--- config.mk ---
export PLATFORM = sky130hd
export DESIGN_NAME = chgrb_bank
export DESIGN_NICKNAME = d
export VERILOG_FILES = /design/src/rtl/chgrb_pkg.sv /design/src/rtl/chgrb_sync.sv /design/src/rtl/chgrb_wdog.sv /design/src/rtl/chgrb_bank.sv
export SDC_FILE = /design/constraint.sdc
export NUM_CORES = 1
export LEC_CHECK = 0
export BUFFER_PORTS_ARGS = -buffer_cell sky130_fd_sc_hd__buf_2
export CORE_MARGIN = 4
export CORE_UTILIZATION = 25
export DETAILED_ROUTE_END_ITERATION = 7
export REMOVE_ABC_BUFFERS = 1
export SLEW_MARGIN = 10
export SYNTH_ARGS = -nofsm -noshare
export SYNTH_HDL_FRONTEND = slang
export SYNTH_SLANG_ARGS = --single-unit
--- constraint.sdc ---
create_clock -name core_clk_i -period 2.5 [get_ports core_clk_i]
set_input_delay 0.5 -clock core_clk_i [delete_from_list [all_inputs] [get_ports core_clk_i]]
set_output_delay 0.5 -clock core_clk_i [all_outputs]
set_load 0.01 [all_outputs]
--- src/rtl/chgrb_pkg.sv ---
`default_nettype none
package chgrb_pkg;

   // timing base
   localparam int CLK_HZ       = 100_000_000;
   localparam int CLK_PERIOD_NS = 1_000_000_000 / CLK_HZ;
   localparam int WDT_TICK_NS  = 1_000_000;
   localparam int WDT_TICK_CYCLES = WDT_TICK_NS / CLK_PERIOD_NS;
   localparam int WDT_SHORT_S  = 5;
   localparam int WDT_MID_S    = 88;
   localparam int WDT_LONG_S   = 175;
   localparam int MS_PER_S     = 1_000;
   localparam int WDT_SHORT_TICKS = WDT_SHORT_S * MS_PER_S;
   localparam int WDT_MID_TICKS   = WDT_MID_S * MS_PER_S;
   localparam int WDT_LONG_TICKS  = WDT_LONG_S * MS_PER_S;
   localparam int WDT_CNT_W    = 18;

   // bus framing
   localparam logic [6:0] SLAVE_ADDR = 7'h09;
   localparam logic [3:0] BIT_LAST   = 4'h7;
   localparam logic [3:0] BIT_ACK    = 4'h8;

   // command codes
   localparam logic [7:0] CMD_OPT_A  = 8'h12;
   localparam logic [7:0] CMD_CUR    = 8'h14;
   localparam logic [7:0] CMD_VOLT   = 8'h15;
   localparam logic [7:0] CMD_OPT_D  = 8'h37;
   localparam logic [7:0] CMD_OPT_C  = 8'h38;
   localparam logic [7:0] CMD_DIS    = 8'h39;
   localparam logic [7:0] CMD_TSTAT  = 8'h3A;
   localparam logic [7:0] CMD_OPT_B  = 8'h3B;
   localparam logic [7:0] CMD_TOPT_A = 8'h3C;
   localparam logic [7:0] CMD_TOPT_B = 8'h3D;
   localparam logic [7:0] CMD_ILIM   = 8'h3F;
   localparam logic [7:0] CMD_MAKER  = 8'hFE;
   localparam logic [7:0] CMD_PART   = 8'hFF;

   // register indices; storage holds indices below NUM_STORE
   localparam int NUM_CMDS  = 13;
   localparam int NUM_STORE = 11;
   localparam logic [3:0] IDX_OPT_A  = 4'h0;
   localparam logic [3:0] IDX_CUR    = 4'h1;
   localparam logic [3:0] IDX_VOLT   = 4'h2;
   localparam logic [3:0] IDX_OPT_D  = 4'h3;
   localparam logic [3:0] IDX_OPT_C  = 4'h4;
   localparam logic [3:0] IDX_DIS    = 4'h5;
   localparam logic [3:0] IDX_TSTAT  = 4'h6;
   localparam logic [3:0] IDX_OPT_B  = 4'h7;
   localparam logic [3:0] IDX_TOPT_A = 4'h8;
   localparam logic [3:0] IDX_TOPT_B = 4'h9;
   localparam logic [3:0] IDX_ILIM   = 4'hA;
   localparam logic [3:0] IDX_MAKER  = 4'hB;
   localparam logic [3:0] IDX_PART   = 4'hC;

   typedef logic [15:0] chgrb_word_t;

   localparam chgrb_word_t RST_VAL [NUM_STORE] = '{
      16'hE108, 16'h0000, 16'h0000, 16'h1A40, 16'h0384, 16'h1800,
      16'h0000, 16'hC210, 16'h4A54, 16'h8120, 16'h1000};
   localparam chgrb_word_t WR_MASK [NUM_STORE] = '{
      16'hE339, 16'hFFFF, 16'hFFFF, 16'hFFFF, 16'hFFFF, 16'hFFFF,
      16'h0000, 16'hFEFA, 16'hFFFF, 16'hFFFF, 16'hFFFF};

   // identity words, values arbitrary
   localparam chgrb_word_t MAKER_ID_DEF = 16'h005A;
   localparam chgrb_word_t PART_ID_DEF  = 16'h00A5;

   // option A field positions
   localparam int OPA_LOWPWR  = 15;
   localparam int OPA_WDT_HI  = 14;
   localparam int OPA_WDT_LO  = 13;
   localparam int OPA_FREQ_HI = 9;
   localparam int OPA_FREQ_LO = 8;
   localparam int OPA_BATTERY_MODE_A   = 5;
   localparam int OPA_ADPGAIN = 4;
   localparam int OPA_DISGAIN = 3;
   localparam int OPA_BLOCK   = 0;

   localparam logic [1:0] WDT_OFF    = 2'h0;
   localparam logic [1:0] WDT_SHORT  = 2'h1;
   localparam logic [1:0] WDT_MID    = 2'h2;
   localparam logic [1:0] FREQ_RSVD  = 2'h3;

   typedef struct packed {
      logic       low_power_select;
      logic [1:0] watchdog_period_select;
      logic [1:0] switching_rate_select;
      logic       battery_mode_a_enable;
      logic       adapter_monitor_gain;
      logic       discharge_monitor_gain;
      logic       charge_block;
   } chgrb_opt_t;

   typedef struct packed {
      chgrb_word_t charge_current_setting;
      chgrb_word_t charge_voltage_setting;
      chgrb_word_t discharge_current_limit;
      chgrb_word_t input_current_limit;
      chgrb_word_t charge_options_b;
      chgrb_word_t charge_options_c;
      chgrb_word_t charge_options_d;
      chgrb_word_t throttle_options_a;
      chgrb_word_t throttle_options_b;
   } chgrb_cfg_t;

   typedef struct packed {
      logic converter_enable;
      logic charge_enable;
      logic battery_mode_a;
      logic adapter_switch_on;
      logic reverse_block_switch_on;
      logic battery_switch_on;
      logic throttle_output_enable;
      logic monitor_buffer_enable;
      logic comparator_enable;
      logic switching_rate_valid;
   } chgrb_pwr_t;

endpackage
`default_nettype wire

--- src/rtl/chgrb_sync.sv ---
`timescale 1ns/10ps
`default_nettype none
module chgrb_sync #(
   parameter int W = 1
) (
   input  wire logic         core_clk_i,
   input  wire logic         rst_i,
   input  wire logic [W-1:0] async_i,
   output logic      [W-1:0] sync_o
);
   logic [W-1:0] meta_r;
   logic [W-1:0] hold_r;

   // pins idle high on an open-drain bus, so reset to one
   genvar gi;
   generate
      for (gi = 0; gi < W; gi++) begin : g_bit
         always_ff @(posedge core_clk_i) begin
            if (rst_i) begin
               meta_r[gi] <= 1'b1;
               hold_r[gi] <= 1'b1;
            end else begin
               meta_r[gi] <= async_i[gi];
               hold_r[gi] <= meta_r[gi];
            end
         end
      end
   endgenerate

   assign sync_o = hold_r;
endmodule // chgrb_sync
`default_nettype wire

--- src/rtl/chgrb_wdog.sv ---
`timescale 1ns/10ps
`default_nettype none
module chgrb_wdog
   import chgrb_pkg::*;
#(
   parameter int TICK_CYCLES_P = WDT_TICK_CYCLES
) (
   input  wire logic       core_clk_i,
   input  wire logic       rst_i,
   input  wire logic [1:0] period_sel_i,
   input  wire logic       kick_i,
   output logic            expired_o
);
   localparam int TW = $clog2(TICK_CYCLES_P + 1);

   logic [TW-1:0]        div_r,  div_nxt;
   logic [WDT_CNT_W-1:0] cnt_r,  cnt_nxt;
   logic                 exp_r,  exp_nxt;
   logic                 tick;
   logic [WDT_CNT_W-1:0] limit;

   always_comb begin
      case (period_sel_i)
         WDT_SHORT: limit = WDT_CNT_W'(WDT_SHORT_TICKS);
         WDT_MID:   limit = WDT_CNT_W'(WDT_MID_TICKS);
         default:   limit = WDT_CNT_W'(WDT_LONG_TICKS);
      endcase
   end

   assign tick = (div_r == TW'(TICK_CYCLES_P - 1));

   always_comb begin
      div_nxt = tick ? '0 : div_r + 1'b1;
      cnt_nxt = cnt_r;
      exp_nxt = exp_r;
      if (period_sel_i == WDT_OFF) begin
         div_nxt = '0;
         cnt_nxt = '0;
         exp_nxt = 1'b0;
      end else begin
         if (tick && cnt_r < limit) begin
            cnt_nxt = cnt_r + 1'b1;
         end
         if (kick_i) begin
            div_nxt = '0;
            cnt_nxt = '0;
            exp_nxt = 1'b0;
         end
         // expiry beats a write landing in the same cycle
         if (cnt_r >= limit && !exp_r) begin
            exp_nxt = 1'b1;
         end
      end
   end

   always_ff @(posedge core_clk_i) begin
      if (rst_i) begin
         div_r <= '0;
         cnt_r <= '0;
         exp_r <= 1'b0;
      end else begin
         div_r <= div_nxt;
         cnt_r <= cnt_nxt;
         exp_r <= exp_nxt;
      end
   end

   assign expired_o = exp_r;
endmodule // chgrb_wdog
`default_nettype wire

--- src/rtl/chgrb_bank.sv ---
// Functional notes
// - thirteen word registers, read or written by command
// - fixed maker and part words at FE, FF
// - option registers load their power-on values
// - current limits preset, charge settings reset zero
// - throttle status read-only, resets to zero
// - low-power bit disables throttle, monitors, comparator
// - watchdog field selects off, 5, 88, 175 s
// - no current/voltage write in period stops converter
// - next current/voltage write restarts watchdog, resumes
// - switching rate field: 600k, 800k, 1M, reserved
// - battery_mode_a mode: adapter switches off, battery on
// - battery removal in battery_mode_a clears battery_mode_a bit
// - depleted battery refuses battery_mode_a mode
// - bit 4 selects adapter monitor gain
// - bit 3 selects discharge monitor gain
// - bit 0 inhibits charging; zero permits it
// - slave only, answers 7-bit address 0x09
// - command, low byte, high byte; ninth-clock ack
`timescale 1ns/10ps
`default_nettype none
module chgrb_bank
   import chgrb_pkg::*;
#(
   parameter int          TICK_CYCLES_P = WDT_TICK_CYCLES,
   parameter chgrb_word_t MAKER_ID      = MAKER_ID_DEF,
   parameter chgrb_word_t PART_ID       = PART_ID_DEF
) (
   input  wire logic        core_clk_i,
   input  wire logic        rst_i,
   input  wire logic        scl_i,
   input  wire logic        sda_i,
   output logic             sda_o,
   output logic             sda_oe_o,
   input  wire logic        battery_present_n_i,
   input  wire logic        battery_depleted_i,
   input  wire chgrb_word_t throttle_status_i,
   output chgrb_opt_t       opt_o,
   output chgrb_cfg_t       cfg_o,
   output chgrb_pwr_t       pwr_o,
   output logic             watchdog_expired_o
);

   typedef enum {
      ST_IDLE,
      ST_START,
      ST_ADDR,
      ST_CMD,
      ST_DLO,
      ST_DHI,
      ST_TXLO,
      ST_TXHI,
      ST_SKIP
   } chgrb_st_t;

   // returns {hit, index}
   function automatic logic [4:0] cmd_decode(input logic [7:0] cmd);
      case (cmd)
         CMD_OPT_A:  cmd_decode = {1'b1, IDX_OPT_A};
         CMD_CUR:    cmd_decode = {1'b1, IDX_CUR};
         CMD_VOLT:   cmd_decode = {1'b1, IDX_VOLT};
         CMD_OPT_D:  cmd_decode = {1'b1, IDX_OPT_D};
         CMD_OPT_C:  cmd_decode = {1'b1, IDX_OPT_C};
         CMD_DIS:    cmd_decode = {1'b1, IDX_DIS};
         CMD_TSTAT:  cmd_decode = {1'b1, IDX_TSTAT};
         CMD_OPT_B:  cmd_decode = {1'b1, IDX_OPT_B};
         CMD_TOPT_A: cmd_decode = {1'b1, IDX_TOPT_A};
         CMD_TOPT_B: cmd_decode = {1'b1, IDX_TOPT_B};
         CMD_ILIM:   cmd_decode = {1'b1, IDX_ILIM};
         CMD_MAKER:  cmd_decode = {1'b1, IDX_MAKER};
         CMD_PART:   cmd_decode = {1'b1, IDX_PART};
         default:    cmd_decode = 5'h00;
      endcase
   endfunction

   // ---------------- pin synchronisers
   logic [3:0] pins_s;
   logic       scl_s;
   logic       sda_s;
   logic       bat_absent_s;
   logic       depleted_s;

   chgrb_sync #(
      .W (4)
   ) u_sync (
      .core_clk_i (core_clk_i),
      .rst_i      (rst_i),
      .async_i    ({battery_depleted_i, battery_present_n_i, sda_i, scl_i}),
      .sync_o     (pins_s)
   );

   assign scl_s        = pins_s[0];
   assign sda_s        = pins_s[1];
   assign bat_absent_s = pins_s[2];
   assign depleted_s   = pins_s[3];

   // ---------------- bus slave
   chgrb_st_t   st_r,     st_nxt;
   logic [3:0]  bit_r,    bit_nxt;
   logic [7:0]  sh_r,     sh_nxt;
   logic [7:0]  cmd_r,    cmd_nxt;
   logic [7:0]  lo_r,     lo_nxt;
   logic [7:0]  txd_r,    txd_nxt;
   logic [7:0]  rdhi_r,   rdhi_nxt;
   logic        oe_r,     oe_nxt;
   logic        mack_r,   mack_nxt;
   logic        scl_d_r;
   logic        sda_d_r;
   logic        scl_rise;
   logic        scl_fall;
   logic        start_det;
   logic        stop_det;
   logic        wr_stb;
   chgrb_word_t wr_data;
   logic [4:0]  acc_dec;
   chgrb_word_t rd_word;
   chgrb_word_t regs_r   [NUM_STORE];

   assign scl_rise  = scl_s & ~scl_d_r;
   assign scl_fall  = ~scl_s & scl_d_r;
   assign start_det = scl_s & scl_d_r & sda_d_r & ~sda_s;
   assign stop_det  = scl_s & scl_d_r & ~sda_d_r & sda_s;
   assign wr_data   = {sh_r, lo_r};
   assign acc_dec   = cmd_decode(cmd_r);

   always_comb begin
      if (!acc_dec[4]) begin
         rd_word = '0;
      end else if (acc_dec[3:0] == IDX_MAKER) begin
         rd_word = MAKER_ID;
      end else if (acc_dec[3:0] == IDX_PART) begin
         rd_word = PART_ID;
      end else begin
         rd_word = regs_r[acc_dec[3:0]];
      end
   end

   always_comb begin
      st_nxt   = st_r;
      bit_nxt  = bit_r;
      sh_nxt   = sh_r;
      cmd_nxt  = cmd_r;
      lo_nxt   = lo_r;
      txd_nxt  = txd_r;
      rdhi_nxt = rdhi_r;
      oe_nxt   = oe_r;
      mack_nxt = mack_r;
      wr_stb   = 1'b0;
      if (stop_det) begin
         st_nxt = ST_IDLE;
         oe_nxt = 1'b0;
      end else if (start_det) begin
         st_nxt  = ST_START;
         bit_nxt = '0;
         oe_nxt  = 1'b0;
      end else begin
         case (st_r)
            ST_ADDR, ST_CMD, ST_DLO, ST_DHI: begin
               if (scl_rise && bit_r < BIT_ACK) begin
                  sh_nxt = {sh_r[6:0], sda_s};
               end
               if (scl_fall) begin
                  if (bit_r < BIT_LAST) begin
                     bit_nxt = bit_r + 1'b1;
                  end else if (bit_r == BIT_LAST) begin
                     bit_nxt = BIT_ACK;
                     oe_nxt  = 1'b1;
                     case (st_r)
                        ST_ADDR: begin
                           if (sh_r[7:1] != SLAVE_ADDR) begin
                              oe_nxt = 1'b0;
                              st_nxt = ST_SKIP;
                           end
                        end
                        ST_CMD:  cmd_nxt = sh_r;
                        ST_DLO:  lo_nxt = sh_r;
                        default: wr_stb = 1'b1;
                     endcase
                  end else begin
                     bit_nxt = '0;
                     oe_nxt  = 1'b0;
                     case (st_r)
                        ST_ADDR: begin
                           if (sh_r[0]) begin
                              // word is captured once, so both bytes agree
                              st_nxt   = ST_TXLO;
                              txd_nxt  = rd_word[7:0];
                              rdhi_nxt = rd_word[15:8];
                              oe_nxt   = ~rd_word[7];
                           end else begin
                              st_nxt = ST_CMD;
                           end
                        end
                        ST_CMD:  st_nxt = ST_DLO;
                        ST_DLO:  st_nxt = ST_DHI;
                        default: st_nxt = ST_SKIP;
                     endcase
                  end
               end
            end
            ST_START: begin
               st_nxt = scl_fall ? ST_ADDR : ST_START;
            end
            ST_TXLO, ST_TXHI: begin
               if (scl_rise && bit_r == BIT_ACK) begin
                  mack_nxt = ~sda_s;
               end
               if (scl_fall) begin
                  if (bit_r < BIT_LAST) begin
                     bit_nxt = bit_r + 1'b1;
                     txd_nxt = {txd_r[6:0], 1'b0};
                     oe_nxt  = ~txd_r[6];
                  end else if (bit_r == BIT_LAST) begin
                     bit_nxt = BIT_ACK;
                     oe_nxt  = 1'b0;
                  end else begin
                     bit_nxt = '0;
                     if (st_r == ST_TXLO && mack_r) begin
                        st_nxt  = ST_TXHI;
                        txd_nxt = rdhi_r;
                        oe_nxt  = ~rdhi_r[7];
                     end else begin
                        st_nxt = ST_SKIP;
                        oe_nxt = 1'b0;
                     end
                  end
               end
            end
            default: begin
               oe_nxt = 1'b0;
            end
         endcase
      end
   end

   always_ff @(posedge core_clk_i) begin
      if (rst_i) begin
         st_r    <= ST_IDLE;
         bit_r   <= '0;
         sh_r    <= '0;
         cmd_r   <= '0;
         lo_r    <= '0;
         txd_r   <= '0;
         rdhi_r  <= '0;
         oe_r    <= 1'b0;
         mack_r  <= 1'b0;
         scl_d_r <= 1'b1;
         sda_d_r <= 1'b1;
      end else begin
         st_r    <= st_nxt;
         bit_r   <= bit_nxt;
         sh_r    <= sh_nxt;
         cmd_r   <= cmd_nxt;
         lo_r    <= lo_nxt;
         txd_r   <= txd_nxt;
         rdhi_r  <= rdhi_nxt;
         oe_r    <= oe_nxt;
         mack_r  <= mack_nxt;
         scl_d_r <= scl_s;
         sda_d_r <= sda_s;
      end
   end

   // open drain: only ever pulls low, never drives a one
   assign sda_o    = 1'b0;
   assign sda_oe_o = oe_r;

   // ---------------- register storage
   chgrb_word_t regs_nxt [NUM_STORE];
   logic        wr_hit;
   logic        wr_opt_a;
   logic        kick;

   assign wr_hit   = wr_stb & acc_dec[4];
   assign wr_opt_a = wr_hit & (acc_dec[3:0] == IDX_OPT_A);
   assign kick     = wr_hit & (acc_dec[3:0] == IDX_CUR || acc_dec[3:0] == IDX_VOLT);

   always_comb begin
      for (int i = 0; i < NUM_STORE; i++) begin
         regs_nxt[i] = regs_r[i];
         if (wr_hit && acc_dec[3:0] == 4'(i)) begin
            regs_nxt[i] = (regs_r[i] & ~WR_MASK[i]) | (wr_data & WR_MASK[i]);
         end
      end
      regs_nxt[IDX_TSTAT] = throttle_status_i;
      if (wr_opt_a) begin
         if (depleted_s) begin
            regs_nxt[IDX_OPT_A][OPA_BATTERY_MODE_A] = 1'b0;
         end
      end else if (bat_absent_s || depleted_s) begin
         // a host write setting the bit wins this cycle over battery removal; hardware clears next; depletion clears it at once
         regs_nxt[IDX_OPT_A][OPA_BATTERY_MODE_A] = 1'b0;
      end
   end

   always_ff @(posedge core_clk_i) begin
      if (rst_i) begin
         for (int i = 0; i < NUM_STORE; i++) begin
            regs_r[i] <= RST_VAL[i];
         end
      end else begin
         for (int i = 0; i < NUM_STORE; i++) begin
            regs_r[i] <= regs_nxt[i];
         end
      end
   end

   // ---------------- watchdog
   logic wdog_exp;

   chgrb_wdog #(
      .TICK_CYCLES_P (TICK_CYCLES_P)
   ) u_wdog (
      .core_clk_i   (core_clk_i),
      .rst_i        (rst_i),
      .period_sel_i (regs_r[IDX_OPT_A][OPA_WDT_HI:OPA_WDT_LO]),
      .kick_i       (kick),
      .expired_o    (wdog_exp)
   );

   // ---------------- decoded controls
   chgrb_word_t opa;
   chgrb_pwr_t  pwr_r, pwr_nxt;

   assign opa = regs_r[IDX_OPT_A];

   always_comb begin
      opt_o.low_power_select       = opa[OPA_LOWPWR];
      opt_o.watchdog_period_select = opa[OPA_WDT_HI:OPA_WDT_LO];
      opt_o.switching_rate_select  = opa[OPA_FREQ_HI:OPA_FREQ_LO];
      opt_o.battery_mode_a_enable           = opa[OPA_BATTERY_MODE_A];
      opt_o.adapter_monitor_gain   = opa[OPA_ADPGAIN];
      opt_o.discharge_monitor_gain = opa[OPA_DISGAIN];
      opt_o.charge_block           = opa[OPA_BLOCK];
      cfg_o.charge_current_setting  = regs_r[IDX_CUR];
      cfg_o.charge_voltage_setting  = regs_r[IDX_VOLT];
      cfg_o.discharge_current_limit = regs_r[IDX_DIS];
      cfg_o.input_current_limit     = regs_r[IDX_ILIM];
      cfg_o.charge_options_b        = regs_r[IDX_OPT_B];
      cfg_o.charge_options_c        = regs_r[IDX_OPT_C];
      cfg_o.charge_options_d        = regs_r[IDX_OPT_D];
      cfg_o.throttle_options_a      = regs_r[IDX_TOPT_A];
      cfg_o.throttle_options_b      = regs_r[IDX_TOPT_B];
   end

   always_comb begin
      pwr_nxt.converter_enable        = ~wdog_exp;
      pwr_nxt.charge_enable           = ~wdog_exp & ~opa[OPA_BLOCK] & ~opa[OPA_BATTERY_MODE_A]
                                        & (regs_r[IDX_CUR] != '0)
                                        & (regs_r[IDX_VOLT] != '0);
      pwr_nxt.battery_mode_a          = opa[OPA_BATTERY_MODE_A];
      pwr_nxt.adapter_switch_on       = ~opa[OPA_BATTERY_MODE_A];
      pwr_nxt.reverse_block_switch_on = ~opa[OPA_BATTERY_MODE_A];
      pwr_nxt.battery_switch_on       = opa[OPA_BATTERY_MODE_A];
      pwr_nxt.throttle_output_enable  = ~opa[OPA_LOWPWR];
      pwr_nxt.monitor_buffer_enable   = ~opa[OPA_LOWPWR];
      pwr_nxt.comparator_enable       = ~opa[OPA_LOWPWR];
      pwr_nxt.switching_rate_valid    = (opa[OPA_FREQ_HI:OPA_FREQ_LO] != FREQ_RSVD);
   end

   always_ff @(posedge core_clk_i) begin
      if (rst_i) begin
         pwr_r <= '0;
      end else begin
         pwr_r <= pwr_nxt;
      end
   end

   assign pwr_o              = pwr_r;
   assign watchdog_expired_o = wdog_exp;

endmodule // chgrb_bank
`default_nettype wire

==> results of run 1 <==
==> cell usage after synthesis (10+ instances only) <==
cell type    n  area share (%)
buf_2       29             1.2
nor3_1      18            0.73
a21oi_1    151             6.1
nor2b_1     22             1.1
ha_1        18             1.8
nor4_1      13            0.66
xnor2_1     25             1.8
mux2i_1     67             5.4
nand2_1    418              13
nand3_1     62             2.5
a31oi_1     13            0.66
dfxtp_1    267              43
and3_1      11            0.56
clkbuf_1    63             1.9
buf_4       12            0.73
nand4_1     13            0.66
o21ai_0     28             1.1
xor2_1      10            0.71
inv_1       22            0.67
nor2_1     126             3.8
or2_2       11            0.56
==> routing by layer <==
metal / wire, um / part of all wire (%) / vias to the layer above
met5: 0 / 0 / -
met4: 1935 / 3.8 / 0
met3: 4348 / 8.4 / 100
met2: 24240 / 47 / 515
met1: 20960 / 41 / 5955
li1: - / - / 5886
==> cell families (layout without fill, tap and decap cells) <==
| logic type | Yosys count | in the layout |
|---|---|---|
| AND/OR/NAND/NOR | 762 | 762 |
| multiplexers | 69 | 69 |
| AO/OA/AOI/OAI | 272 | 272 |
| XOR/XNOR | 35 | 35 |
| adder cells (fa/ha/maj) | 18 | 18 |
| flip-flops | 267 | 267 |
| other | 1 | 4 |
| buffers and inverters | 135 | 437 |
==> state kept, by name, summed over array words and instances (netlist names) <==
name and count:
sda_d_r 1, lo_r 8, regs_r 166, u_sync.sync_o 4, u_wdog.div_r 17, bit_r 4
pwr_o 6, u_wdog.expired_o 1, scl_d_r 1, u_wdog.cnt_r 18, st_r 4, sda_oe_o 1
rdhi_r 8, txd_r 7, mack_r 1, cmd_r 8, u_sync.meta_r 4, sh_r 8
==> what timing repair did <==
action	4_1_cts	5_1_grt
hold endpoints to repair	0	0
gates cloned	0	5
resized for setup	20	78
pin swaps	2	14
setup endpoints to repair	61	158
setup buffers	1	7
==> stage by stage <==
step | utilization (%) | setup TNS (ns) | cells
after floorplan | - | -209.95 | 1450
after global placement | 30.87 | -1.589 | 2458
after detailed placement | 30.87 | -2.070 | 2458
after CTS | 33.20 | 0 | 2516
after global routing | 34.26 | -0.2376 | 2528
final | 34.26 | 0 | 2528
==> worst reg2reg max path, cell delays in order, from the launching register on <==
cell	delay [ns]
dfxtp_2	0.33
or3_1	0.36
o211a_1	0.13
or4_4	0.50
or2_4	0.27
buf_4	0.15
nor3_4	0.14
buf_12	0.16
mux2i_1	0.19
nor2_1	0.06
==> cell type report <==
cell class / instances / area share (%)
multi-input combinational: 1160 / 40.42
sequential: 267 / 32.01
timing repair buffer: 357 / 15.87
clock buffer: 44 / 5.286
tap: 664 / 4.964
clock inverter: 13 / 0.9196
inverter: 23 / 0.5308
==> power by group through the flow <==
stage               clock (uW)  sequential [uW]  combinational, uW
floorplan                    0             4400               75.3
global placement             0             4400                213
detailed placement           0             4400                214
CTS                       4730             4300                216
global route              4890             4300                245
finish                    4640             4300                226
==> cell usage in the layout (no fill, tap or decap), types with 7 or more instances in the layout <==
master	n
nand3_1	60
nor3_2	8
o21ai_0	26
clkbuf_16	35
nor2b_1	22
nor3_1	9
and3_1	9
ha_4	7
o211ai_1	9
a32oi_1	8
a21oi_1	145
a211oi_1	8
nand2b_1	7
xor2_1	10
nand4_1	13
inv_1	20
or2_2	11
buf_6	13
nor2_1	121
a31oi_1	13
nor3_4	8
buf_2	182
clkbuf_1	7
ha_1	9
xnor2_1	25
buf_4	133
buf_12	25
nor4_1	9
dfxtp_1	260
nand2_1	417
mux2i_1	67
or3_1	9
==> worst paths after layout <==
check,slack (ns),startpoint,to
worst max-delay path,0.05,cmd_r[0]$_SDFFE_PP0P_,regs_r[0][0]$_SDFFE_PP0P_
worst min-delay path,0.12,battery_present_n_i,u_sync.meta_r[2]$_SDFF_PP1_
worst max register to register,0.05,cmd_r[0]$_SDFFE_PP0P_,regs_r[0][0]$_SDFFE_PP0P_
worst min register to register,0.39,u_sync.sync_o[3]$_SDFF_PP1_,regs_r[0][5]$_SDFF_PP0_
==> run_results.csv, run 1 <==
group,metric,value,unit
cts,insertion_delay,0.58,ns
critical_path,critPathArrivalTime,2.86,ns
run_status,status,"completed",
synth,synth_top_family_by_area,"simple AND/OR/NAND/NOR gates",
die,initial_core_util,25.25,%
detailed_routing,wl_per_cell,20.37,um
critical_path,crit_type,"reg -> reg",
die,dieHeight,230.1,um
hold_path,worstHoldPathCells,2,
finish,num-fill-cells,5186,
detailed_routing,drt_iter0_drc,1065,
finish,syn2layout_area_growth,35.69,%
place,place_congestion,0.9163,
timing,period_share,98.13,%
finish,nets,1880,
power_and_ir_drop,combPwrFrac,2.5,%
power_and_ir_drop,leakagePower,0.006502,uW
flow_run,max-cap-violations,0,
critical_path,cp-end-kind,"flop",
synth,synth_edf_count,0,
synth,netlist_area,0.01233,sq mm
finish,diodes,0,
cts,cts_buffers,31,
hold_path,min_path_type,"in -> reg",
global_route,busiest_layer,"met2",
detailed_routing,via_count,12460,
place,dp_worst_setup_slack,-0.1741,ns
timing,hold_violations,0,
power_and_ir_drop,max-vdd-ir-drop,0.5004,mV
global_route,grt_max_degree,186,
global_route,track_usage,18.25,%
critical_path,cp.depth,9,
global_route,grt_overflow_total,0,
cts,cts_max_level,1,
timing,setup_ws,0.04680,ns
global_route,met1_usage,22.80,%
timing,max_freq,407.6,MHz
place,placed_cell_area,0.01508,sq mm
synth,synthAdderAreaFrac,1.826,%
detailed_routing,remaining_drc_errors,0,
finish,seq_area,0.005356,sq mm
critical_path,crit_path_top_delay_cell,"or4_4",
global_route,grt_pass1_vias,11940,
timing,fin_skew,0.02842,ns
cts,path_clk_slew,0.06,ns
die,die_w,230.1,um
cts,cts_tree,"built",
die,ioPinCount,188,
timing,rsz0062_at_grt,"true",
timing,finalHoldWorstSlack,0.1248,ns
power_and_ir_drop,internal_power,7134,uW
synth,yosys.cell_types.count,76,
cts,cts.sink_count,267,
detailed_routing,wl,51490,um
power_and_ir_drop,clkPwrFrac,50.6,%
power_and_ir_drop,power_density,547.7,mW/mm^2
global_route,grt_pass1_wl,74950,um
synth,synth-compound-area-share,13.34,%
cts,cts_buffer_depth,3,
power_and_ir_drop,power_frac_seq,47.0,%
global_route,antenna_found_initial,0,
critical_path,rr_worst_depth,9,
synth,async_reset_ff_share,0,%
power_and_ir_drop,total_power,9166,uW
global_route,grt_util_met3,4.745,%
place,post-dp-hpwl,36970,um
critical_path,crit_buf_inv,2,
timing,fin_crit,2.453,ns
critical_path,start_kind,"flop",
finish,multi_input_area,0.006764,sq mm
place,portBuffers,183,
detailed_routing,routed_via_density,4.927,
synth,postSynthCellCount,1559,
timing,maxSlewViolCount,0,
synth,syn_area_per_cell,7.911,sq um
critical_path,cpPeakStageDelay,0.50,ns
synth,ys_seq_area_share,43.34,%
finish,drive_gt1_share,26.77,%
die,rows,81,
detailed_routing,ant_nets,0,
critical_path,cp_top_family,"simple AND/OR/NAND/NOR gates",
die,dieArea,0.05295,sq mm
synth,synth_ff_type,"dfxtp_1",
synth,yosys.area_share.simple,28.22,%
power_and_ir_drop,p_switching,2032,uW
critical_path,cp_max_fo,9,
cts,postCtsHoldBufs,0,
cts,root_buffer,"clkbuf_16",
timing,setup_viol,0,
finish,finalInstanceArea,0.01673,sq mm
synth,synth_mux_area_share,5.620,%
timing,timing.slew.headroom,33.99,%
synth,synth-seq-cells,267,
synth,ys_warn_count,0,
critical_path,crit_chain,"or3_1 > o211a_1 > or4_4 > or2_4 > buf_4 > nor3_4 > buf_12 > mux2i_1 > nor2_1",
detailed_routing,dr.pass1.iters,7,
critical_path,crit_required,2.91,ns
timing,worst_pin_slew,0.9902,ns
synth,yosys.area_share.xor_xnor,2.486,%
global_route,gr-usage-met2,30.41,%
die,core,0.04885,sq mm
power_and_ir_drop,power_switching_share,22.17,%
Power figures use the tool's default switching activity.
==> run 2: changes to the inputs <==
--- a/config.mk
+++ b/config.mk
@@ -6,9 +6,10 @@
 export NUM_CORES = 1
 export LEC_CHECK = 0
 export BUFFER_PORTS_ARGS = -buffer_cell sky130_fd_sc_hd__buf_2
-export CORE_MARGIN = 4
+export CORE_MARGIN = 3
 export CORE_UTILIZATION = 25
 export DETAILED_ROUTE_END_ITERATION = 7
+export PLACE_DENSITY_LB_ADDON = 0.12
 export REMOVE_ABC_BUFFERS = 1
 export SLEW_MARGIN = 10
 export SYNTH_ARGS = -nofsm -noshare
==> run 2 against run 1 <==
  * Non-clock buffer count rose by 21
  * Maximum frequency fell by 0.32%
  * Global-route usage increased by 1.8 points
  * First-iteration DRC count is 26% lower
  * Hold slack improved by 0.032 ns
  * Die area is 1.7% lower
  * Wire length grew 6.1%
  * Count of clock-buffer cells in the layout grew 5
  * Via count shrank 1.3%
  * Clock power up 14%
  * Clock skew is 0.013 ns lower
  * Critical path depth up 1
  * Critical endpoint is now regs_r[2][6]$_SDFFE_PP0P_
==> run_results.csv, run 2 (synthesized netlist as in run 1, its figures left out) <==
group,metric,value,unit
detailed_routing,remaining_drc_errors,0,
run_status,status,"completed",
global_route,grt_max_degree,73,
place,post-dp-hpwl,39780,um
finish,diodes,0,
global_route,grt_pass1_wl,79620,um
finish,final_common_cell,"nand2_1",
timing,rsz0062_at_grt,"true",
finish,largest_reg_flops,166,
critical_path,start_kind,"flop",
finish,mostFrequentLayoutCells,"414 x nand2_1, 261 x dfxtp_1, 182 x buf_2",
hold_path,min_path_type,"in -> reg",
power_and_ir_drop,leakagePower,0.006683,uW
detailed_routing,routed_via_density,4.834,
cts,cts_buffer_depth,3,
cts,root_buffer,"clkbuf_16",
finish,top_regs,"regs_r x166, u_wdog.cnt_r x18, u_wdog.div_r x17",
detailed_routing,via_count,12300,
timing,period_share,98.44,%
critical_path,crit_chain,"or3_1 > o211a_1 > or4_4 > or2_4 > buf_6 > nor3_4 > buf_6 > clkbuf_16 > nand2_1 > a21oi_1",
timing,fin_skew,0.01546,ns
critical_path,cp_max_fo,6,
timing,setup_viol,0,
detailed_routing,drt_iter0_drc,787,
critical_path,cpPeakStageDelay,0.52,ns
critical_path,crit_top_cell,"buf_6",
power_and_ir_drop,power_density,579.1,mW/mm^2
timing,finalHoldWorstSlack,0.1567,ns
cts,cts_buffers,35,
critical_path,r2r_end,"regs_r[2][6]$_SDFFE_PP0P_",
timing,maxSlewViolCount,0,
critical_path,crit_type,"reg -> reg",
global_route,antenna_found_initial,1,
detailed_routing,wl,54620,um
die,rows,80,
timing,max_freq,406.3,MHz
place,dpl.cell_count,2459,
hold_path,worstHoldPathCells,2,
die,die_w,228.1,um
die,core,0.04825,sq mm
die,dieArea,0.05203,sq mm
place,place_congestion,0.8897,
hold_path,hold_start,"scl_i",
die,dieHeight,228.1,um
die,ioPinCount,188,
finish,layout.cells.non_filler,2544,
global_route,grt_overflow_total,0,
timing,hold_violations,0,
critical_path,cp-end-kind,"flop",
critical_path,critPathArrivalTime,2.93,ns
power_and_ir_drop,max-vdd-ir-drop,0.3642,mV
cts,path_clk_slew,0.06,ns
timing,fin_crit,2.461,ns
critical_path,crit_required,2.97,ns
detailed_routing,ant_nets,0,
critical_path,reg2reg_from,"cmd_r[0]$_SDFFE_PP0P_",
finish,largest_register,"regs_r",
cts,insertion_delay,0.53,ns
cts,cts_max_level,2,
flow_run,max-cap-violations,0,
critical_path,rr_worst_depth,10,
detailed_routing,dr.pass1.iters,6,
global_route,grt_pass1_vias,11910,
critical_path,crit_path_top_delay_cell,"or4_4",
cts,cts_tree,"built",
cts,cts.sink_count,267,
place,portBuffers,183,
timing,worst_pin_slew,0.7514,ns
finish,syn2layout_area_growth,37.53,%
finish,nets,1905,
finish,drive_gt1_share,27.97,%
detailed_routing,wl_per_cell,21.47,um
global_route,track_usage,20.07,%
timing,timing.slew.headroom,49.84,%
die,initial_core_util,25.56,%
critical_path,r2r_setup_slack,0.04,ns
hold_path,hold_end,"u_sync.meta_r[0]$_SDFF_PP1_",
run 2: through the flow:
step	setup TNS, ns	instance area, sq um	setup slack [ns]	utilization [%]	power, uW
global route	-0.5372	16960	-0.03754	35.16	10120
floorplan	-209.95	11800	-1.361	-	4471
finish	0	16960	0.03889	35.16	9823
global placement	-6.537	15080	-0.2593	31.25	4619
CTS	-0.005453	16380	-0.003396	33.94	9964
detailed placement	-5.823	15080	-0.2275	31.25	4619
run 2: where the power goes:
group          total (uW)  switching (uW)  internal (uW)
combinational         221             143           78.2
clock                5300            1980           3320
sequential           4300            16.9           4290
total                9820            2140           7680
run 2: timing repair:
item,in CTS,in global routing
cloned,0,3
gates resized for setup,23,78
pin swaps,0,28
buffers inserted,3,19
hold buffers,0,0
endpoints found under the setup margin,138,150
run 2: worst max-delay path, delay by kind of cell (launching register included):
kind | cells | cell delay [ns]
buffers and inverters | 3 | 0.45
flip-flops | 1 | 0.32
AND/OR/NAND/NOR | 5 | 1.36
AO/OA/AOI/OAI | 2 | 0.26
run 2: layer usage:
metal / vias up / share of wire (%) / global-route usage [%]
met3: 78 / 4.5 / 3.231
met4: 2 / 2.6 / 6.077
li1: 5948 / - / -
met5: - / 0.029 / 0
met2: 310 / 48 / 33.95
met1: 5959 / 45 / 26.28
run 2: worst max path at each step:
| stage | start | endpoint | slack [ns] | depth (start not counted) |
|---|---|---|---|---|
| finish | cmd_r[0]$_SDFFE_PP0P_ | regs_r[2][6]$_SDFFE_PP0P_ | 0.04 | 10 |
| global route | cmd_r[0]$_SDFFE_PP0P_ | regs_r[2][4]$_SDFFE_PP0P_ | -0.04 | 10 |
| CTS | cmd_r[0]$_SDFFE_PP0P_ | txd_r[1]$_SDFFE_PP0P_ | -0.003 | 9 |
| detailed placement | regs_r[0][13]$_SDFFE_PP1P_ | u_wdog.cnt_r[12]$_SDFFE_PP0P_ | -0.23 | 11 |
| global placement | cmd_r[0]$_SDFFE_PP0P_ | txd_r[1]$_SDFFE_PP0P_ | -0.26 | 9 |
| floorplan | cmd_r[1]$_SDFFE_PP0P_ | u_wdog.div_r[10]$_SDFF_PP0_ | -1.36 | 7 |
run 2: layout make-up:
class	count	area, sq um
Fill cell	5190	31290
Multi-Input combinational cell	1160	6783
Sequential cell	267	5355
Timing Repair Buffer	378	2721
Clock buffer	49	1008
Tap cell	656	820.8
Clock inverter	11	183.9
Inverter	23	88.84
